[src/logic/tsr_pkg.sv]
// Package for the touch status and result register bank
package tsr_pkg;

  // Register offsets
  localparam logic [7:0] OFS_DEVICE_CONDITION = 8'h00;
  localparam logic [7:0] OFS_PRESS_OUTPUT_STATE = 8'h01;
  localparam logic [7:0] OFS_CHAN0_RESULT_LOW = 8'h02;
  localparam logic [7:0] OFS_CHAN0_RESULT_HIGH = 8'h03;
  localparam logic [7:0] OFS_CHAN1_RESULT_LOW = 8'h04;
  localparam logic [7:0] OFS_CHAN1_RESULT_HIGH = 8'h05;
  localparam logic [7:0] OFS_CHAN2_RESULT_LOW = 8'h06;
  localparam logic [7:0] OFS_CHAN2_RESULT_HIGH = 8'h07;
  localparam logic [7:0] OFS_CHAN3_RESULT_LOW = 8'h08;
  localparam logic [7:0] OFS_CHAN3_RESULT_HIGH = 8'h09;

  // Device condition bit positions
  localparam int BIT_ANY_PRESS = 7;
  localparam int BIT_INIT_DONE = 6;
  localparam int BIT_WRITE_PERMIT = 5;
  localparam int BIT_SATURATION = 4;
  localparam int BIT_SEQ_WDOG = 3;
  localparam int BIT_OSC_START = 2;
  localparam int BIT_PRESS_TIMEOUT = 1;
  localparam int BIT_REG_INTEGRITY = 0;

  // Press output state bit positions
  localparam int BIT_FRESH_SAMPLE = 4;
  localparam int BIT_PRESS_LSB = 0;

  // Reset values and the value read at unmapped offsets
  localparam logic [7:0] RST_DEVICE_CONDITION = 8'h40;
  localparam logic [7:0] RST_PRESS_OUTPUT_STATE = 8'h00;
  localparam logic [7:0] RST_RESULT_BYTE = 8'h00;
  localparam logic [7:0] RD_UNMAPPED = 8'h00;

  // Result geometry and extreme codes
  localparam int NUM_CHAN = 4;
  localparam int RESULT_W = 12;
  localparam logic [11:0] RESULT_MAX = 12'h7ff;
  localparam logic [11:0] RESULT_MIN = 12'h800;

  // Press timeout: time in seconds, cycles from the 100 MHz clock
  localparam longint PRESS_LIMIT_S = 50;
  localparam longint CLK_HZ = 100_000_000;
  localparam longint PRESS_LIMIT_CYCLES = PRESS_LIMIT_S * CLK_HZ;
  localparam int PRESS_CNT_W = 33;

  // Error events from the sensing core, one-cycle pulses
  typedef struct packed {
    logic seq_fault;
    logic osc_fail;
    logic reg_integrity_err;
  } tsr_events_t;

  // All four channel results
  typedef logic [NUM_CHAN-1:0][RESULT_W-1:0] tsr_results_t;

endpackage : tsr_pkg

[src/logic/tsr_regs.sv]
// Status and result register bank of the four-channel touch sensor
`timescale 1ns/100ps
module tsr_regs #(
  parameter logic [32:0] PRESS_LIMIT_CYCLES =
    33'(tsr_pkg::PRESS_LIMIT_CYCLES)
) (
  // Clock and reset
  input wire logic clk,
  input wire logic rst_n,
  // Register read port from the serial interface engine
  input wire logic rd_en,
  input wire logic [7:0] rd_addr,
  output logic [7:0] rd_data,
  // Status inputs from the sensing core
  input wire logic init_done,
  input wire logic write_permit,
  input wire logic press_limit_disable,
  input wire tsr_pkg::tsr_events_t events,
  // Press states and conversion results
  input wire logic [3:0] press_state,
  input wire logic capture_busy,
  input wire logic sample_valid,
  input wire tsr_pkg::tsr_results_t results,
  // Conversion halt request to the sequencer
  output logic conv_halt
);

  logic [7:0] cond_reg;
  logic [3:0] press_reg;
  logic fresh_reg;
  tsr_pkg::tsr_results_t result_reg;
  logic [3:0][3:0] high_shadow_reg;
  logic [3:0] high_pend_reg;
  logic [3:0] timed_out;
  logic sat_hit;
  logic rd_cond;
  logic rd_out;
  logic [3:0] rd_low;
  logic [3:0] rd_high;
  logic [7:0] rd_next;

  // Offset of a channel's low result byte
  function automatic logic [7:0] low_ofs(input int ch);
    unique case (ch)
      0: low_ofs = tsr_pkg::OFS_CHAN0_RESULT_LOW;
      1: low_ofs = tsr_pkg::OFS_CHAN1_RESULT_LOW;
      2: low_ofs = tsr_pkg::OFS_CHAN2_RESULT_LOW;
      default: low_ofs = tsr_pkg::OFS_CHAN3_RESULT_LOW;
    endcase
  endfunction : low_ofs

  // Offset of a channel's high result byte
  function automatic logic [7:0] high_ofs(input int ch);
    unique case (ch)
      0: high_ofs = tsr_pkg::OFS_CHAN0_RESULT_HIGH;
      1: high_ofs = tsr_pkg::OFS_CHAN1_RESULT_HIGH;
      2: high_ofs = tsr_pkg::OFS_CHAN2_RESULT_HIGH;
      default: high_ofs = tsr_pkg::OFS_CHAN3_RESULT_HIGH;
    endcase
  endfunction : high_ofs

  // Read strobes per register
  assign rd_cond = rd_en && (rd_addr == tsr_pkg::OFS_DEVICE_CONDITION);
  assign rd_out = rd_en && (rd_addr == tsr_pkg::OFS_PRESS_OUTPUT_STATE);

  // Per-channel decode, result pairing and press timers
  for (genvar ch = 0; ch < tsr_pkg::NUM_CHAN; ch++) begin : g_chan
    logic [tsr_pkg::PRESS_CNT_W-1:0] press_cnt_reg;

    assign rd_low[ch] = rd_en && (rd_addr == low_ofs(ch));
    assign rd_high[ch] = rd_en && (rd_addr == high_ofs(ch));

    // Low read freezes the matching high nibble until the high read
    always_ff @(posedge clk) begin
      if (!rst_n) begin
        high_shadow_reg[ch] <= 4'h0;
        high_pend_reg[ch] <= 1'b0;
      end else if (rd_low[ch]) begin
        high_shadow_reg[ch] <= result_reg[ch][11:8];
        high_pend_reg[ch] <= 1'b1;
      end else if (rd_high[ch]) begin
        high_pend_reg[ch] <= 1'b0;
      end
    end

    // Press duration counter, saturates one past the limit
    always_ff @(posedge clk) begin
      if (!rst_n) begin
        press_cnt_reg <= '0;
      end else if (!press_state[ch]) begin
        press_cnt_reg <= '0;
      end else if (press_cnt_reg <= PRESS_LIMIT_CYCLES) begin
        press_cnt_reg <= press_cnt_reg + 33'h000000001;
      end
    end

    // Longer than the limit: count has passed it
    assign timed_out[ch] = press_cnt_reg > PRESS_LIMIT_CYCLES;
  end

  // Saturation detect on the incoming sample
  always_comb begin
    sat_hit = 1'b0;
    for (int ch = 0; ch < tsr_pkg::NUM_CHAN; ch++) begin
      if (results[ch] == tsr_pkg::RESULT_MAX ||
          results[ch] == tsr_pkg::RESULT_MIN) begin
        sat_hit = 1'b1;
      end
    end
  end

  // Result capture, all channels from one conversion
  always_ff @(posedge clk) begin
    if (!rst_n) begin
      result_reg <= '0;
    end else if (sample_valid) begin
      result_reg <= results;
    end
  end

  // Live press states
  always_ff @(posedge clk) begin
    if (!rst_n) begin
      press_reg <= 4'h0;
    end else begin
      press_reg <= press_state;
    end
  end

  // Fresh-sample flag: set wins over clear by read or capture
  always_ff @(posedge clk) begin
    if (!rst_n) begin
      fresh_reg <= 1'b0;
    end else if (sample_valid) begin
      fresh_reg <= 1'b1;
    end else if (capture_busy || rd_out) begin
      fresh_reg <= 1'b0;
    end
  end

  // Condition bits: init done and write permit follow their inputs, the rest are sticky and cleared by a condition read
  always_ff @(posedge clk) begin
    if (!rst_n) begin
      cond_reg <= tsr_pkg::RST_DEVICE_CONDITION;
    end else begin
      cond_reg[tsr_pkg::BIT_INIT_DONE] <= init_done;
      cond_reg[tsr_pkg::BIT_WRITE_PERMIT] <= write_permit;
      cond_reg[tsr_pkg::BIT_ANY_PRESS] <= (|press_state) ||
        (cond_reg[tsr_pkg::BIT_ANY_PRESS] && !rd_cond);
      cond_reg[tsr_pkg::BIT_SATURATION] <= (sample_valid && sat_hit) ||
        (cond_reg[tsr_pkg::BIT_SATURATION] && !rd_cond);
      cond_reg[tsr_pkg::BIT_SEQ_WDOG] <= events.seq_fault ||
        (cond_reg[tsr_pkg::BIT_SEQ_WDOG] && !rd_cond);
      cond_reg[tsr_pkg::BIT_OSC_START] <= events.osc_fail ||
        (cond_reg[tsr_pkg::BIT_OSC_START] && !rd_cond);
      cond_reg[tsr_pkg::BIT_PRESS_TIMEOUT] <=
        ((|timed_out) && !press_limit_disable) ||
        (cond_reg[tsr_pkg::BIT_PRESS_TIMEOUT] && !rd_cond);
      cond_reg[tsr_pkg::BIT_REG_INTEGRITY] <= events.reg_integrity_err ||
        (cond_reg[tsr_pkg::BIT_REG_INTEGRITY] && !rd_cond);
    end
  end

  // Sequencer fault halts conversions until reset
  always_ff @(posedge clk) begin
    if (!rst_n) begin
      conv_halt <= 1'b0;
    end else if (events.seq_fault) begin
      conv_halt <= 1'b1;
    end
  end

  // Read multiplexer
  always_comb begin
    rd_next = tsr_pkg::RD_UNMAPPED;
    if (rd_cond) begin
      rd_next = cond_reg;
    end else if (rd_out) begin
      rd_next = 8'h00;
      rd_next[tsr_pkg::BIT_FRESH_SAMPLE] = fresh_reg;
      rd_next[tsr_pkg::BIT_PRESS_LSB +: 4] = press_reg;
    end else begin
      for (int ch = 0; ch < tsr_pkg::NUM_CHAN; ch++) begin
        if (rd_low[ch]) begin
          rd_next = result_reg[ch][7:0];
        end
        if (rd_high[ch]) begin
          rd_next = {4'h0, high_pend_reg[ch] ? high_shadow_reg[ch]
                                             : result_reg[ch][11:8]};
        end
      end
    end
  end

  // Read data captured in the same edge the clears take effect
  always_ff @(posedge clk) begin
    if (!rst_n) begin
      rd_data <= tsr_pkg::RST_RESULT_BYTE;
    end else if (rd_en) begin
      rd_data <= rd_next;
    end
  end

endmodule : tsr_regs

[config.mk]
export PLATFORM = sky130hd
export DESIGN_NAME = tsr_regs
export DESIGN_NICKNAME = d
export VERILOG_FILES = /design/src/logic/tsr_pkg.sv /design/src/logic/tsr_regs.sv
export SDC_FILE = /design/constraint.sdc
export NUM_CORES = 1
export LEC_CHECK = 0
export BUFFER_PORTS_ARGS = -buffer_cell sky130_fd_sc_hd__buf_2
export CELL_PAD_IN_SITES_DETAIL_PLACEMENT = 0
export CELL_PAD_IN_SITES_GLOBAL_PLACEMENT = 1
export CORE_MARGIN = 2
export CORE_UTILIZATION = 49
export CTS_CLUSTER_DIAMETER = 40
export CTS_CLUSTER_SIZE = 12
export DETAILED_ROUTE_END_ITERATION = 6
export PLACE_DENSITY = 0.85
export SLEW_MARGIN = 15
export SYNTH_ARGS = -nofsm -noshare
export SYNTH_HDL_FRONTEND = slang
export SYNTH_SLANG_ARGS = --single-unit
[constraint.sdc]
create_clock -name clk -period 7.5 [get_ports clk]
set_clock_uncertainty 0.1 [all_clocks]
set_input_delay 1.5 -clock clk [delete_from_list [all_inputs] [get_ports clk]]
set_output_delay 1.5 -clock clk [all_outputs]
set_load 0.01 [all_outputs]
* Yosys cells after proc, flatten, opt, wreduce, memory -nomap -nowiden
Cells that the tools add are included.
** Cells by class
- Magnitude comparators :: 8
- Equal/unequal tests :: 17
- Reductions and logical operators :: 43
- $add $sub $neg :: 4
- Muxes and demuxes :: 28
** Operators with widths (count)
- $add A33 B1 Y33 const B :: 4
- $gt A33 B33 Y1 const B :: 4
- $le A33 B33 Y1 const B :: 4
- $mux W8 :: 10
- $eq A12 B11 Y1 const B :: 4
- $eq A12 B12 Y1 const B :: 4
- $eq A8 B3 Y1 const B :: 4
- $logic_and A1 B1 Y1 :: 18
- $eq A8 B2 Y1 const B :: 2
- $eq A8 B4 Y1 const B :: 2
- $mux W4 :: 4
- $mux W1 :: 14
- $logic_or A1 B1 Y1 :: 11
- $reduce_bool A2 Y1 :: 5
- $eq A8 B1 Y1 const B :: 1
- $logic_not A8 Y1 :: 1
- $reduce_and A2 Y1 :: 4
- $reduce_or A4 Y1 :: 2
- $logic_not A1 Y1 :: 2
** Word-level totals
- Output and inout port bits :: 9
- Word-level logic and storage cells :: 121
- Bits in registers :: 222
- Bits of input ports :: 71

* Logic depth before layout (Yosys ltp)
- Word-level depth :: 12
- Depth in mapped cells :: 11
- Gate-level depth less buffers :: 9

* Least setup slack after synthesis
No wires, ideal clock.
- Path type :: in2reg
- Start :: input port rd_addr[5]
- End :: register rd_data[4]
- Slack :: 4161 ps
- Stages on the path :: 7
- Data required time :: 7330 ps
- Library setup time :: 70 ps
- Arrival time :: 3168 ps
- Buffers on the path :: 1
- Path through :: or4_1 nor4b_2 and2_1 buf_2 a21oi_1 a32o_1 a21oi_1
** Between the ends
- Word-level cells in the longest chain between the ends :: 12
- Elaborated cells on any way between the ends :: 30
- Those cells by class :: eq/ne (9); mux (10); reduce/logical (11)
** RTL lines
- from (decl) :: line tsr_regs.sv:12 : input wire logic [7:0] rd_addr,
- $eq A8 B2 Y1 :: line tsr_regs.sv:70 : assign rd_low[ch] = rd_en && (rd_addr == low_ofs(ch));
- $logic_and A1 B1 Y1 :: line tsr_regs.sv:70
- $mux W8 :: line tsr_regs.sv:184 : if (rd_low[ch]) begin
- $mux W8 :: line tsr_regs.sv:187 : if (rd_high[ch]) begin
- $mux W8 :: line tsr_regs.sv:184
- $mux W8 :: line tsr_regs.sv:187
- $mux W8 :: line tsr_regs.sv:184
- $mux W8 :: line tsr_regs.sv:187
- $mux W8 :: line tsr_regs.sv:184
- $mux W8 :: line tsr_regs.sv:187
- $mux W8 :: line tsr_regs.sv:178 : end else if (rd_out) begin
- $mux W8 * :: line tsr_regs.sv:176 : if (rd_cond) begin
- to (signal assigned) :: line tsr_regs.sv:198 : rd_data <= tsr_pkg::RST_RESULT_BYTE;
- to (signal assigned) :: line tsr_regs.sv:200 : rd_data <= rd_next;
- to (decl) :: line tsr_regs.sv:13 : output logic [7:0] rd_data,
Mark *: on every way between the ends. The rest lies on a longest branch, timed or not.
A chain may end at the register's enable or synchronous reset.

* Final worst setup path
- Start :: input port rd_addr[5]
- End :: register rd_data[1]
The elaborated chain is that of the path after synthesis.

==> results.md <==
- Status: finished, final reports clean
- Area delta synth->final: 15.7%
- Actual slew at the worst max-slew pin: 1060 ps
- Vias: 9328
- Slew HR: 28.7%
- Critical Path AT: 4060 ps
- GRT met2 Usage: 36.4%
- DR DRC count: 0
- Port-buffer cells: 79
- Largest net degree at the start of global routing: 83
- Gr ovfl total: 0
- Final net count: 1413
- Utilization after layout: 57.3%
- GRT busiest layer: met2
- Async S/R FF share, synth: 0%
- Worst-skew pair later-pin latency: 500 ps
- Placer Congestion: 0.833
- Die Width: 152 um
- Unique cell type count in the Yosys netlist: 67
- Die Ht: 152 um
- Final Critical Period: 3830 ps
- Startpoint Class: input pin
- DP Wirelength: 17800 um
- First-pass GRT wire length: 44200 um
- Reg2reg end: g_chan[3].press_cnt_reg[30]$_SDFFE_PN0N_
- Max-Cap Viols: 0
- Cell Rows: 54
- Worst Hold Launch: high_shadow_reg[9]$_SDFFE_PN0P_
- Share of cells above drive strength 1: 14.2%
- Worst hold endpoint: high_shadow_reg[9]$_SDFFE_PN0P_
- Fin. max-slew vios: 0
- Unrepaired setup endpoints after global routing: no
- Peak VDD IR: 157 uV
- Total track usage: 22.5%
- CTS clock-pin slew for the worst setup and hold paths: 50 ps
- Synthesized area: 10800 um2
- Via density: 5.69
- Layout Cells excl Fill: 1639
- Iter 0 DRT Violations: 503
- Die Area: 23100 um2
- Fmax: 0.261 GHz
- Clock Sinks: 222
- Final setup viols: 0
- Setup TNS: 0 ps
- Hold Path Class: reg2reg
- H-tree depth: 2
- Inst Count DP: 1576
- Hold Path Stages: 2
- FF+latch count, synth: 222
- Hold_buf cts: 0
- Root buffer cell: clkbuf_16
- Final clock period utilization by the worst path: 51.0%
- Syn_nets: 1348
- Final Hold Fails: 0
- Main synth FF type: dfxtp_1
- Yosys warns: 0
- Leakage: 4.43 nW
- WL/cell: 16.1 um
- Mapped Avg Cell Area: 8.47 um2
- TritonCTS clock tree: built
- Vias in the first global route: 8933
- Core area: 21700 um2
- First drt pass iteration count: 5
- GRT met1 Usage: 30.1%
- R2R setup slack: 4170 ps
- Max reg flops: 132
- Worst setup EP type: flop
- Setup bufs post-CTS: 0
- Worst r2r src: g_chan[3].press_cnt_reg[13]$_SDFFE_PN0N_
- Antenna Diode Count: 0
- Io pins: 80
- Sequential area share after synthesis: 41.3%
- CP max FO: 13
- Routed Antenna Nets: 0
- Initial Utilization: 49.6%
- Post-synth EDFFs: 0
- Clk buf depth: 3
- Worst EP required: 7740 ps
- WS Path Type: in2reg
- Drt total wl: 26300 um
- Post-Syn Instances: 1269
- R2r worst-path depth: 7
- Post_cts resized: 0
- Power Dens Cells: 231 nW/um2
- Num CTS Buffers: 36
- Antenna violations before repair: 1
- Met3 usage: 4.19%
through the flow:
step	power [mW]	worst slack (ps)	hold slack [ps]	area, um2
6_report	2.87	3670	350	12400
5_1_grt	2.97	3560	375	12400
4_1_cts	2.90	3810	351	12400
3_5_place_dp	1.37	3290	344	11300
3_3_place_gp	1.36	3330	338	11300
2_1_floorplan	1.31	4160	332	10800
layout by cell type, fill, tap and decap left out, drive strengths merged, types with 24 or more instances in the layout:
cell type    n
or3         24
inv         38
clkbuf      44
nor4        27
nand2      115
nor3        35
xnor2       42
o21ai       31
buf         87
a21oi       67
xor2        41
nand4       51
nor2       195
mux2i       63
dfxtp      222
nand3       55
synth_stat cells (7+ instances only):
| library cell | number | area share [%] |
|---|---|---|
| nand4b_1 | 7 | 0.57 |
| and3_1 | 17 | 0.99 |
| and2_1 | 11 | 0.64 |
| nor4_1 | 26 | 1.5 |
| clkbuf_1 | 40 | 1.4 |
| a31o_2 | 14 | 1.1 |
| and4_1 | 19 | 1.5 |
| ha_1 | 8 | 0.93 |
| mux2_2 | 7 | 0.73 |
| dfxtp_1 | 222 | 41 |
| nand4_1 | 49 | 2.9 |
| inv_1 | 30 | 1.0 |
| nand2_1 | 115 | 4.0 |
| a31oi_1 | 12 | 0.70 |
| a211oi_2 | 10 | 1.2 |
| buf_1 | 8 | 0.28 |
| xnor2_1 | 42 | 3.4 |
| o21a_1 | 7 | 0.49 |
| xor2_1 | 41 | 3.3 |
| a21oi_1 | 65 | 3.0 |
| a22oi_1 | 13 | 0.91 |
| mux2i_1 | 63 | 5.9 |
| nor2_1 | 195 | 6.8 |
| nor3_1 | 34 | 1.6 |
| o21ai_0 | 30 | 1.4 |
| or3_1 | 24 | 1.4 |
| nand3_1 | 55 | 2.6 |
| nor4b_1 | 18 | 1.5 |
layer usage:
metal	vias up	part of all wire, %
li1	4703	-
met1	4365	46
met2	203	46
met3	55	5.1
met4	2	2.7
met5	-	0.049
area by class of cell:
class / instances / area [um2]
timing repair buffer: 87 / 455
inverter: 31 / 116
clock inverter: 19 / 150
tap: 280 / 350
fill: 2009 / 9260
multi-input combinational: 956 / 5940
clock buffer: 44 / 972
sequential: 222 / 4440
worst max-delay path by stage:
stage / start / to
after CTS: rd_addr[5] / rd_data[1]$_SDFFE_PN0P_
after detailed placement: rd_addr[5] / rd_data[1]$_SDFFE_PN0P_
after floorplan: rd_addr[5] / rd_data[4]$_SDFFE_PN0P_
after global placement: rd_addr[5] / rd_data[1]$_SDFFE_PN0P_
final: rd_addr[5] / rd_data[1]$_SDFFE_PN0P_
after global routing: rd_addr[5] / rd_data[4]$_SDFFE_PN0P_
logic make-up (layout without fill, tap and decap cells):
group,after synthesis,in the layout,share of synthesized area (%)
XOR/XNOR,83,83,6.76
adder cells (fa/ha/maj),8,8,0.931
AND/OR/NAND/NOR,600,600,28.2
multiplexers,70,70,6.60
flip-flops,222,222,41.3
AO/OA/AOI/OAI,195,195,12.6
buffers and inverters,91,181,3.53
report_power, final:
group	switching [mW]	leakage (nW)	internal, mW	total, mW
Sequential	0.0174	1.80	1.20	1.22
Combinational	0.0746	2.09	0.0470	0.122
Clock	0.590	0.534	0.937	1.53
critical path, stage by stage:
cell,delay [ps]
buf_2,100
nor4_1,750
nand3_1,250
nor3_2,810
mux2_2,410
a21oi_1,140
o22ai_1,90
(Power assumes the default switching activity.)
